--- src/hdl/afc_pkg.sv ---
// Shared constants for the frequency offset control block and its host
package afc_pkg;
    // Clock and timing
    localparam int CLK_PERIOD_NS = 100;
    localparam int MEAS_TIME_NS = 1600;
    localparam logic [7:0] MEAS_CYC =
        8'((MEAS_TIME_NS + CLK_PERIOD_NS - 1) / CLK_PERIOD_NS);
    localparam int SPI_HALF_NS = 200;
    localparam logic [3:0] SPI_HALF_CYC =
        4'((SPI_HALF_NS + CLK_PERIOD_NS - 1) / CLK_PERIOD_NS);
    localparam logic [4:0] FRAME_BITS = 5'h10;
    // Serial command frame layout
    localparam int CMD_WR_BIT = 15;
    localparam logic [15:0] CMD_READ_STATUS = 16'h0000;
    // Offset control register fields
    localparam int CTL_MODE_HI = 7;
    localparam int CTL_MODE_LO = 6;
    localparam int CTL_STROBE_BIT = 3;
    localparam int CTL_APPLY_BIT = 0;
    localparam logic [7:0] CTL_RST = 8'h00;
    // Status word fields
    localparam int STS_DONE_BIT = 5;
    localparam int STS_OFS_LSB = 0;
    localparam logic [15:0] STS_RST = 16'h0000;
    // Offset modes
    typedef enum logic [1:0] {
        MODE_MANUAL = 2'b00,
        MODE_ONCE = 2'b01,
        MODE_DROP = 2'b10,
        MODE_KEEP = 2'b11
    } afc_mode_t;
    // Host register map (word index on the host register port)
    localparam logic [2:0] HR_CTRL = 3'h0;
    localparam logic [2:0] HR_STATUS = 3'h1;
    localparam logic [2:0] HR_CMD = 3'h2;
    localparam logic [2:0] HR_IRQ_STS = 3'h3;
    localparam logic [2:0] HR_IRQ_MASK = 3'h4;
    localparam int IRQ_FRAME_BIT = 0;
    localparam int IRQ_MDONE_BIT = 1;
    localparam logic [1:0] IRQ_RST = 2'h0;
endpackage

--- src/hdl/afc_spi_if.sv ---
// Serial command link between host controller and offset control block
`timescale 1ns/1ps
interface afc_spi_if;
    logic sck;
    logic cs_n;
    logic mosi;
    logic miso;
    modport dev (input sck, input cs_n, input mosi, output miso);
    modport host (output sck, output cs_n, output mosi, input miso);
endinterface

--- src/hdl/afc_meas.sv ---
// Measurement cycle timer and result sampler
`timescale 1ns/1ps
module afc_meas (
    input wire logic clk, // System clock
    input wire logic rst_n, // Async reset, active low
    input wire logic ce, // Clock enable
    input wire logic restart, // Start a fresh cycle
    input wire logic dv, // Data valid indicator
    input wire logic [3:0] raw, // Raw offset from discriminator
    output logic cyc_end, // Pulse: cycle completed
    output logic dv_whole, // Valid held through whole cycle
    output logic [3:0] result // Offset sampled at cycle end
);
    typedef struct packed {
        logic [7:0] cnt;
        logic dv_all;
        logic cyc_end;
        logic dv_whole;
        logic [3:0] result;
    } afc_meas_st_t;

    afc_meas_st_t r;
    afc_meas_st_t n;

    // Last count of a measurement cycle
    localparam logic [7:0] MEAS_CYC_M1 = afc_pkg::MEAS_CYC - 8'h01;

    // Count one cycle, track valid and sample at its end
    always_comb begin
        n = r;
        n.cyc_end = 1'b0;
        if (restart) begin
            n.cnt = 8'h00;
            n.dv_all = 1'b1;
        end else if (r.cnt == MEAS_CYC_M1) begin
            n.cnt = 8'h00;
            n.dv_all = 1'b1;
            n.cyc_end = 1'b1;
            n.dv_whole = r.dv_all & dv;
            n.result = raw;
        end else begin
            n.cnt = r.cnt + 8'h01;
            n.dv_all = r.dv_all & dv;
        end
    end

    // State register
    always_ff @(posedge clk or negedge rst_n) begin
        if (!rst_n) begin
            r <= '{8'h00, 1'b1, 1'b0, 1'b0, 4'h0};
        end else if (ce) begin
            r <= n;
        end
    end

    assign cyc_end = r.cyc_end;
    assign dv_whole = r.dv_whole;
    assign result = r.result;
endmodule

--- src/hdl/afc_dev.sv ---
// Frequency offset control block with its serial command port
`timescale 1ns/1ps
module afc_dev (
    input wire logic clk, // System clock
    input wire logic rst_n, // Async reset, active low
    input wire logic ce, // Clock enable
    afc_spi_if.dev spi, // Serial command port
    input wire logic dv, // Data valid indicator
    input wire logic [3:0] raw_offset, // Raw measured offset
    input wire logic [11:0] base_word, // Synthesizer frequency word
    output logic [11:0] synth_word, // Corrected frequency word
    output logic [3:0] offset_value // Stored offset
);
    // Whole state of the block, registered in one place
    typedef struct packed {
        logic sck_q;
        logic cs_q;
        logic [4:0] bits;
        logic [15:0] rx;
        logic [15:0] tx;
        logic miso;
        logic [7:0] ctrl;
        logic [3:0] ofs;
        logic done;
        logic pend;
        logic once;
        logic prev_ok;
        logic [3:0] prev;
        logic [11:0] synth;
    } afc_dev_st_t;

    afc_dev_st_t r;
    afc_dev_st_t n;
    // Decoded link events and one-cycle strobes
    logic strobe;
    logic rd_clr;
    logic upd;
    logic match;
    logic rise;
    logic fall;
    logic cs_fall;
    logic cs_rise;
    logic m_end;
    logic m_dvw;
    logic [3:0] m_res;
    afc_pkg::afc_mode_t mode;

    // Status word from stored offset and done flag
    function automatic logic [15:0] sts_word(input logic [3:0] ofs,
                                             input logic done);
        logic [15:0] w;
        w = afc_pkg::STS_RST;
        w[afc_pkg::STS_OFS_LSB +: 4] = ofs;
        w[afc_pkg::STS_DONE_BIT] = done;
        return w;
    endfunction

    // Measurement cycle engine
    afc_meas u_meas (
        .clk(clk),
        .rst_n(rst_n),
        .ce(ce),
        .restart(strobe),
        .dv(dv),
        .raw(raw_offset),
        .cyc_end(m_end),
        .dv_whole(m_dvw),
        .result(m_res)
    );

    // Link edge detection
    // Edges show one clock late; each host phase lasts two clocks
    assign rise = spi.sck & ~r.sck_q;
    assign fall = ~spi.sck & r.sck_q;
    assign cs_fall = ~spi.cs_n & r.cs_q;
    assign cs_rise = spi.cs_n & ~r.cs_q;
    // Mode field decoded once for every user
    assign mode = afc_pkg::afc_mode_t'(
        r.ctrl[afc_pkg::CTL_MODE_HI:afc_pkg::CTL_MODE_LO]);
    // A cycle counts only if valid held all through it
    // two matching whole-valid cycles
    assign match = r.prev_ok & m_dvw & (m_res == r.prev);

    // Next-state logic
    always_comb begin
        n = r;
        strobe = 1'b0;
        rd_clr = 1'b0;
        upd = 1'b0;
        // Sample link pins for edge detection next cycle
        n.sck_q = spi.sck;
        n.cs_q = spi.cs_n;
        if (cs_fall) begin
            // Load the status word as the frame opens
            n.bits = 5'h00;
            n.tx = sts_word(r.ofs, r.done);
            n.miso = n.tx[15];
        end else if (!spi.cs_n) begin
            if (rise) begin
                n.rx = {r.rx[14:0], spi.mosi};
                // Saturate so an overlong frame never wraps to 16
                if (r.bits != 5'h1F) begin
                    n.bits = r.bits + 5'h01;
                end
            end
            if (fall) begin
                // Next status bit leaves after each falling edge
                n.tx = {r.tx[14:0], 1'b0};
                n.miso = r.tx[14];
            end
        end
        // Execute a complete frame when select rises
        // A frame with any other bit count is dropped whole
        if (cs_rise && r.bits == afc_pkg::FRAME_BITS) begin
            if (r.rx[afc_pkg::CMD_WR_BIT]) begin
                n.ctrl = r.rx[7:0];
                strobe = r.rx[afc_pkg::CTL_STROBE_BIT];
            end else begin
                rd_clr = 1'b1;
            end
        end
        // Measurement results by mode
        if (m_end) begin
            n.prev = m_res;
            n.prev_ok = m_dvw;
            // A strobe is spent by the cycle it started, in any mode
            n.pend = 1'b0;
            unique case (mode)
                afc_pkg::MODE_MANUAL: begin
                    upd = r.pend;
                end
                afc_pkg::MODE_ONCE: begin
                    if (!r.once && match) begin
                        upd = 1'b1;
                        n.once = 1'b1;
                    end
                end
                afc_pkg::MODE_DROP, afc_pkg::MODE_KEEP: begin
                    upd = match;
                end
            endcase
        end
        // A new strobe arms the update of the cycle it restarts
        if (strobe) begin
            n.pend = 1'b1;
        end
        if (upd) begin
            n.ofs = m_res;
        end
        // Valid low wins over an update in the same cycle
        // drop offset when valid falls
        if (mode == afc_pkg::MODE_DROP && !dv) begin
            n.ofs = 4'h0;
        end
        if (upd) begin
            n.done = 1'b1;
        end else if (rd_clr) begin
            n.done = 1'b0;
        end
        // Sign extension lets a negative offset lower the word
        // apply offset to frequency word
        if (r.ctrl[afc_pkg::CTL_APPLY_BIT]) begin
            n.synth = base_word + {{8{r.ofs[3]}}, r.ofs};
        end else begin
            n.synth = base_word;
        end
    end

    // Clock enable low freezes every field, link edges too
    // reset clears offset and done
    always_ff @(posedge clk or negedge rst_n) begin
        if (!rst_n) begin
            r <= '{1'b0, 1'b1, 5'h00, 16'h0000, 16'h0000, 1'b0,
                   afc_pkg::CTL_RST, 4'h0, 1'b0, 1'b0, 1'b0, 1'b0,
                   4'h0, 12'h000};
        end else if (ce) begin
            r <= n;
        end
    end

    // Outputs come straight from the state register
    // done flag reaches host via status
    assign spi.miso = r.miso;
    assign synth_word = r.synth;
    assign offset_value = r.ofs;
endmodule

--- src/flat_wrapper.sv ---
// flat-port wrapper written by rule: the top's interface ports become plain ports
module afc_dev_flat 
  (clk, rst_n, ce, dv, raw_offset, base_word, synth_word, offset_value, spi_sck, spi_cs_n, spi_mosi, spi_miso);
  afc_spi_if spi_i ();
  input wire logic clk;
  input wire logic rst_n;
  input wire logic ce;
  input wire logic dv;
  input wire logic [3:0] raw_offset;
  input wire logic [11:0] base_word;
  output logic [11:0] synth_word;
  output logic [3:0] offset_value;
  input wire logic [$bits(spi_i.sck)-1:0] spi_sck;
  input wire logic [$bits(spi_i.cs_n)-1:0] spi_cs_n;
  input wire logic [$bits(spi_i.mosi)-1:0] spi_mosi;
  output wire logic [$bits(spi_i.miso)-1:0] spi_miso;
  assign spi_i.sck = spi_sck;
  assign spi_i.cs_n = spi_cs_n;
  assign spi_i.mosi = spi_mosi;
  assign spi_miso = spi_i.miso;
  afc_dev u_core (.clk(clk), .rst_n(rst_n), .ce(ce), .spi(spi_i), .dv(dv), .raw_offset(raw_offset), .base_word(base_word), .synth_word(synth_word), .offset_value(offset_value));
endmodule
--- config.mk ---
export PLATFORM = sky130hd
export DESIGN_NAME = afc_dev_flat
export DESIGN_NICKNAME = d
export VERILOG_FILES = /design/src/hdl/afc_pkg.sv /design/src/hdl/afc_spi_if.sv /design/src/hdl/afc_meas.sv /design/src/hdl/afc_dev.sv /design/src/flat_wrapper.sv
export SDC_FILE = /design/constraint.sdc
export NUM_CORES = 1
export LEC_CHECK = 0
export BUFFER_PORTS_ARGS = -buffer_cell sky130_fd_sc_hd__buf_2
export CORE_AREA = 3 3 80 101
export DETAILED_ROUTE_END_ITERATION = 6
export DIE_AREA = 0 0 83 104
export PLACE_DENSITY = 0.78
export SYNTH_ARGS = -nofsm -noshare
export SYNTH_HDL_FRONTEND = slang
export SYNTH_SLANG_ARGS = --single-unit
--- constraint.sdc ---
create_clock -name clk -period 2.57 [get_ports clk]
set_input_delay 0.514 -clock clk [delete_from_list [all_inputs] [get_ports clk]]
set_output_delay 0.514 -clock clk [all_outputs]
set_load 0.02 [all_outputs]
==> key figures, run 1 <==
Clock network
  – CTS tree: done
  – Max Root-Sink Buffers: 2
  – Num CTS Buffers: 9
  – Clock sink count: 81
  – Post-CTS Setup Bufs: 0
  – Post-CTS Resized: 0
  – Clk pin slew, worst setup/hold paths: approximately 100 ps
  – Worst-Skew Late Latency: between 300 and 400 ps
  – Hold buffer count at CTS: 0
  – H-Tree Depth: 3
  – Clock root buffer: clkbuf_8

STA
  – Slew headroom: 0.582
  – Setup violations, final: 0
  – Fin Setup TNS: 0 ps
  – Final Hold Vio Count: 0
  – Fmax: between 400 and 500 MHz
  – Max Slew Vio Count: 0
  – Minimum clock period: about 2100 ps
  – Layout Skew: about 16 ps
  – Final Cycle Share: 0.828
  – Worst-margin pin slew: ~620 ps
  – RSZ-0062 raised after global routing: false

Layout
  – Ant. Diodes: 0
  – Layout cells sized above 1: 0.179
  – Number of fill cells: 594
  – Design area: approximately 0.0046 mm2
  – Area Growth Syn to Fin: 9.30%
  – Final Util: 0.631
  – Final net count: between 400 and 500

Pwr
  – Share of power burned in combinational logic: 0.134
  – Sw frac: 0.287
  – Leakage: 2.15 nW
  – Seq pwr share: 0.533
  – Internal: around 2.0 mW
  – Switching power: 0.820 mW
  – Power Dens Cells: roughly 620 mW/mm2
  – Clock power share: 0.333
  – VDD IR max: 0.405 mV

Worst setup path
  – CP Capture Point: u_core.synth_word[10]
  – R2r worst-path depth: 9
  – Most frequent CP cell: a21oi_1
  – Critical Path Source: u_core.offset_value[0]
  – Crit path cell chain: ha_1 -> inv_1 -> fa_1 -> nor2b_1 -> o21ai_1 -> a21oi_1 -> a21oi_1 -> xor2_1 -> o221ai_1
  – Largest delay share family, worst path: compound AO/OA/AOI/OAI gates
  – CP startpoint kind: flip-flop
  – Reg2reg end: u_core.synth_word[10]
  – RR Startpoint: u_core.offset_value[0]
  – Crit path DAT: ~2300 ps
  – CP peak stage delay: 420 ps
  – WS Path Type: flip-flop to flip-flop
  – Worst setup EP type: flip-flop
  – Max FO, Critical Path: 4
  – Worst Path Required: 2780 ps
  – Highest-delay cell along the critical path: dfrtp_1
  – FF-to-FF setup slack: approximately 440 ps
  – CP Depth: 9
  – Worst path buffer plus inverter count: 1

Synthesis
  – Mapped Avg Cell Area: around 10 um2
  – Mapped Area: between 0.004 and 0.005 mm2
  – Most common cell in the synthesized netlist: dfrtp_1
  – Top cells by area, synth: dfrtp_1 47%, mux2_1 7.8%, nand2_1 4.6%, ha_1 4.5%, o21ai_1 3.7%
  – Mapped Cells: approximately 410
  – Async set-reset flop share out of synthesis: 1.00
  – Post-synthesis net count: 444
  – Sequential fraction of the synthesis area: 0.484
  – Post-synth top area cell: dfrtp_1
  – Synth warn: 0
  – Synth top area share: 0.471
  – Most frequent cells after synthesis: 79 x dfrtp_1, 51 x nand2_1, 31 x o21ai_1
  – Number of enable flip-flop cells after synthesis: 0
  – Register bit count reported by yosys: between 80 and 90
  – Main synth FF type: dfrtp_1
  – Synth unique cells: 55

Routing
  – Drt initial violations: about 130
  – Routed vias/inst: 5.70
  – First drt pass iteration count: 5
  – Drt total wl: 7860 um
  – DR WL/cell: between 10 and 15 um
  – Vias: ~3000
  – Post-route DRC: 0
  – Routed Antenna Nets: 0

Floorplanning
  – Vert. Die Dim: around 100 um
  – Initial Util: 0.577
  – Num rows: 35
  – Core box area: 0.00727 mm2
  – Die area: ~0.0086 mm2
  – # IOs: 40
  – Die W: 83 um

Global route
  – Pin count of the biggest net entering global routing: 53
  – Gr usage total: 0.188
  – First-pass GRT wire length: around 13000 um
  – GR Overflow Total: 0
  – Vias in the first global route: about 2900
  – Initial antenna violation count: 0

Placement
  – IO Port Bufs: 39
  – Gpl congestion: between 0.8 and 0.9
  – HPWL after DPL: ~5600 um
  – Placed Area: about 0.0044 mm2

Run
  – Max Cap Violations: 0

Hold path
  – Worst Hold Class: input pin to asynchronous set/reset pin

Run status
  – Status: completed
-- how the worst min path moves through the flow --
stage	startpoint	endpoint	slack, ps	cells past startpoint
after floorplan	rst_n	u_core.mode[0]	220	0
after global placement	u_core.r[17]	u_core.r[17]	430	2
after detailed placement	u_core.r[17]	u_core.r[17]	460	2
after CTS	rst_n	u_core.synth_word[3]	80	1
after global routing	rst_n	u_core.synth_word[4]	100	1
final	rst_n	u_core.u_meas.r[12]	80	1
-- cell usage in the layout (no fill, tap or decap), drive strengths merged, types with 10 or more instances in the layout --
cell type,instances
dfrtp,79
nand2,52
buf,45
o21ai,37
mux2,31
nor2,25
a21oi,23
ha,15
inv,14
mux2i,11
nand3,10
-- per-layer routing --
layer  part of all wire  track usage  up-vias
met2               0.51        0.328       59
met5                  0            0        -
met3              0.037       0.0301        9
met4              0.010       0.0806        0
li1                   -            -     1456
met1               0.44        0.230     1485
-- per-stage QoR --
step                hold WS, ps  total power, mW  setup WS [ps]  cells
detailed placement          456             1.93            268    512
floorplan                   218             1.80            572    405
global route                101             3.00            235    528
CTS                        82.5             2.88            417    528
finish                     83.9             2.85            441    528
global placement            430             1.90            328    512
-- logic make-up after synthesis --
logic type,Yosys count,synth area share
AOI/OAI and AO/OA,87,0.129
buffers and inverters,41,0.0537
xor gates and xnor gates,14,0.0292
adders and majority gates,16,0.0495
and+or+nand+nor,124,0.145
muxes,42,0.109
DFF,81,0.484
-- sequential cells by signal (all words and copies together) (netlist names) --
register,count
u_core.u_meas.dv_whole,1
u_core.u_meas.result,4
u_core.spi.miso,1
u_core.offset_value,4
u_core.r,47
u_core.synth_word,12
u_core.mode,2
u_core.u_meas.cyc_end,1
u_core.u_meas.r,9
-- final cells by class --
class | instances | area [um2] | share of cell area
clock buffers | 9 | 124 | 0.0270
flip-flops and latches | 81 | 2030 | 0.442
inverters | 11 | 41.3 | 0.00900
well taps | 92 | 115 | 0.0251
multi-input cells | 283 | 1950 | 0.424
repair buffers | 45 | 255 | 0.0556
clock inverters | 7 | 76.3 | 0.0166
-- power groups by stage --
stage                     sequential [mW]  clock (mW)  combinational (mW)
after floorplan                      1.50           0               0.299
after global placement               1.53           0               0.365
after detailed placement             1.54           0               0.386
after CTS                            1.52       0.975               0.388
after global routing                 1.54        1.03               0.425
final                                1.52       0.949               0.381
Note: power is estimated with default switching activity, not from simulation.
==> inputs of run 2 (changes only) <==
--- a/config.mk
+++ b/config.mk
@@ -6,10 +6,10 @@
 export NUM_CORES = 1
 export LEC_CHECK = 0
 export BUFFER_PORTS_ARGS = -buffer_cell sky130_fd_sc_hd__buf_2
-export CORE_AREA = 3 3 80 101
+export CORE_AREA = 3 3 84 106
 export DETAILED_ROUTE_END_ITERATION = 6
-export DIE_AREA = 0 0 83 104
-export PLACE_DENSITY = 0.78
+export DIE_AREA = 0 0 87 109
+export PLACE_DENSITY = 0.74
 export SYNTH_ARGS = -nofsm -noshare
 export SYNTH_HDL_FRONTEND = slang
 export SYNTH_SLANG_ARGS = --single-unit
==> constraint.sdc (replaced) <==
create_clock -name clk -period 1.75 [get_ports clk]
set_input_delay 0.35 -clock clk [delete_from_list [all_inputs] [get_ports clk]]
set_output_delay 0.35 -clock clk [all_outputs]
set_load 0.02 [all_outputs]
==> key figures, run 2 (synthesized netlist as in run 1, its figures left out) <==
Worst setup path
  – WS Path Type: flip-flop to flip-flop
  – Crit path DAT: 2180 ps (-160 ps)
  – Worst path buffer plus inverter count: 1 (unchanged)
  – Max FO, Critical Path: 5 (+1)
  – Worst setup EP type: flip-flop
  – CP peak stage delay: 500 ps (+80 ps)
  – CP startpoint kind: flip-flop
  – Worst Path Required: 2000 ps (-780 ps)
  – Most frequent CP cell: o21ai_2
  – Highest-delay cell along the critical path: dfrtp_4
  – Largest delay share family, worst path: compound AO/OA/AOI/OAI gates
  – Crit path cell chain: buf_12 -> ha_4 -> a21oi_2 -> o21ai_2 -> o21ai_2 -> a22o_1 -> nand3_1 -> a221o_1

Layout
  – Ant. Diodes: 0 (unchanged)
  – Area Growth Syn to Fin: 27.0%
  – Number of flip-flops under the largest register name: 47 (unchanged)
  – Design area: 0.00533 mm2 (+16%)
  – Final net count: 519 (+10%)
  – Biggest register: u_core.r
  – Layout cells sized above 1: 0.355 (+0.176)
  – Most common cell after layout, fill and taps aside: dfrtp_1
  – Multi-input combinational cell area: 0.00225 mm2 (+15%)
  – Number of fill cells: 560 (-5.7%)
  – Final Util: 0.676 (+0.0452)
  – Register area: 0.00204 mm2 (+0.31%)
  – Commonest non-fill, non-tap cells in the layout: 76 x dfrtp_1, 49 x nand2_1, 45 x buf_4, 38 x buf_2

Run status
  – Failing checks: negative setup slack
  – Status: complete, but fails checks

STA
  – Fmax: 518 MHz (+10%)
  – RSZ-0062 raised after global routing: true
  – Final worst setup slack: -182 ps (-623 ps)
  – Final Hold Vio Count: 0 (unchanged)
  – Slew headroom: 0.531 (-0.0514)
  – Max Slew Vio Count: 0 (unchanged)
  – Worst-margin pin slew: 701 ps (+76.7 ps)
  – Final Cycle Share: 1.10 (+0.276)
  – Minimum clock period: 1930 ps (-197 ps)
  – Layout Skew: 13.1 ps (-3.17 ps)
  – Fin Setup TNS: -660 ps (-660 ps)
  – Setup violations, final: 6 (+6)

Placement
  – Gpl congestion: 0.823 (-2.0%)
  – HPWL after DPL: 5980 um (+6.4%)
  – IO Port Bufs: 39 (unchanged)
  – Placed Area: 0.00476 mm2 (+8.6%)

Clock network
  – H-Tree Depth: 3 (unchanged)
  – Clk pin slew, worst setup/hold paths: 90 ps (about the same)
  – Clock sink count: 81 (unchanged)
  – Num CTS Buffers: 9 (unchanged)
  – Clock root buffer: clkbuf_8
  – CTS tree: done
  – Worst-Skew Late Latency: 360 ps (about the same)
  – Max Root-Sink Buffers: 2 (unchanged)

Floorplanning
  – Die W: 87 um (+4.8%)
  – Vert. Die Dim: 109 um (+4.8%)
  – Num rows: 36 (+2.9%)
  – Core box area: 0.00788 mm2 (+8.4%)
  – Initial Util: 0.532 (-0.0449)
  – Die area: 0.00948 mm2 (+9.9%)
  – # IOs: 40 (unchanged)

Routing
  – First drt pass iteration count: 4 (-1)
  – Drt total wl: 9160 um (+17%)
  – Post-route DRC: 0 (unchanged)
  – Vias: 3230 (+7.3%)
  – Routed vias/inst: 5.57 (-2.3%)
  – Routed Antenna Nets: 0 (unchanged)
  – DR WL/cell: 15.8 um (+6.1%)
  – Drt initial violations: 131 (unchanged)

Pwr
  – Power Dens Cells: 821 mW/mm2 (+32%)
  – Leakage: 2.43 nW (+13%)
  – VDD IR max: 0.629 mV (+55%)

Global route
  – First-pass GRT wire length: 14600 um (+9.4%)
  – Gr usage total: 0.198 (+0.00957)
  – Pin count of the biggest net entering global routing: 34 (-36%)
  – Initial antenna violation count: 0 (unchanged)
  – GR Overflow Total: 0 (unchanged)
  – Vias in the first global route: 3181 (+8.5%)

Run
  – Max Cap Violations: 0 (unchanged)

Hold path
  – Worst Hold Class: input pin to flip-flop
-- run 2: changes by cell type in the layout (fill, tap and decap cells not counted), sizes merged --
cell         change
inv              -1
clkinv           +1
clkbuf           +1
dlygate4sd3      +1
clkinvlp         -1
buf             +48
-- run 2: final timing paths --
path | startpoint | to | slack [ps] | cells after the start
setup / recovery | u_core.offset_value[3] | u_core.synth_word[11] | -180 | 8
hold / removal | raw_offset[2] | u_core.u_meas.result[2] | 200 | 2
setup reg to reg | u_core.offset_value[3] | u_core.synth_word[11] | -180 | 8
hold reg to reg | u_core.r[62] | u_core.r[63] | 470 | 1
max in group asynchronous | rst_n | u_core.r[70] | 720 | 3
min in group asynchronous | rst_n | u_core.synth_word[5] | 460 | 2
-- run 2: where the power goes --
group | internal [mW] | leakage, nW | total (mW) | switching [mW]
combinational | 0.363 | 1.26 | 0.749 | 0.386
sequential | 2.06 | 1.06 | 2.21 | 0.148
clock | 0.703 | 0.103 | 1.42 | 0.719
-- run 2: metrics by stage --
step	worst slack [ps]	std cells	hold slack [ps]	power (mW)
3_5_place_dp	-278	549	332	2.87
5_1_grt	-270	580	188	4.60
3_3_place_gp	-248	549	323	2.84
6_report	-182	580	201	4.38
4_1_cts	-154	573	196	4.31
2_1_floorplan	-57.8	405	54.4	2.65
-- run 2: cell type report --
cell class	count	share of cell area
multi-input cells	283	0.421
flip-flops and latches	81	0.382
repair buffers	94	0.129
clock buffers	10	0.0258
well taps	95	0.0223
clock inverters	6	0.0122
inverters	11	0.00775
-- run 2: repair_timing --
action | 4_1_cts | 5_1_grt
endpoints found under the setup margin | 14 | 28
resized for setup | 23 | 31
pin swaps | 20 | 15
setup buffers | 7 | 7
hold buffers | 1 | 0
hold endpoints to repair | 28 | 0
-- run 2: worst register-to-register path: stages (launching register included) --
cell and delay [ps]:
dfrtp_4 500, buf_12 150, ha_4 260, a21oi_2 170, o21ai_2 100, o21ai_2 180, a22o_1 160, nand3_1 60
a221o_1 250
-- run 2: layer usage --
layer  track usage  part of all wire
met5             0                 0
met3        0.0333             0.032
met1         0.236              0.42
met4        0.0947             0.024
met2         0.343              0.52
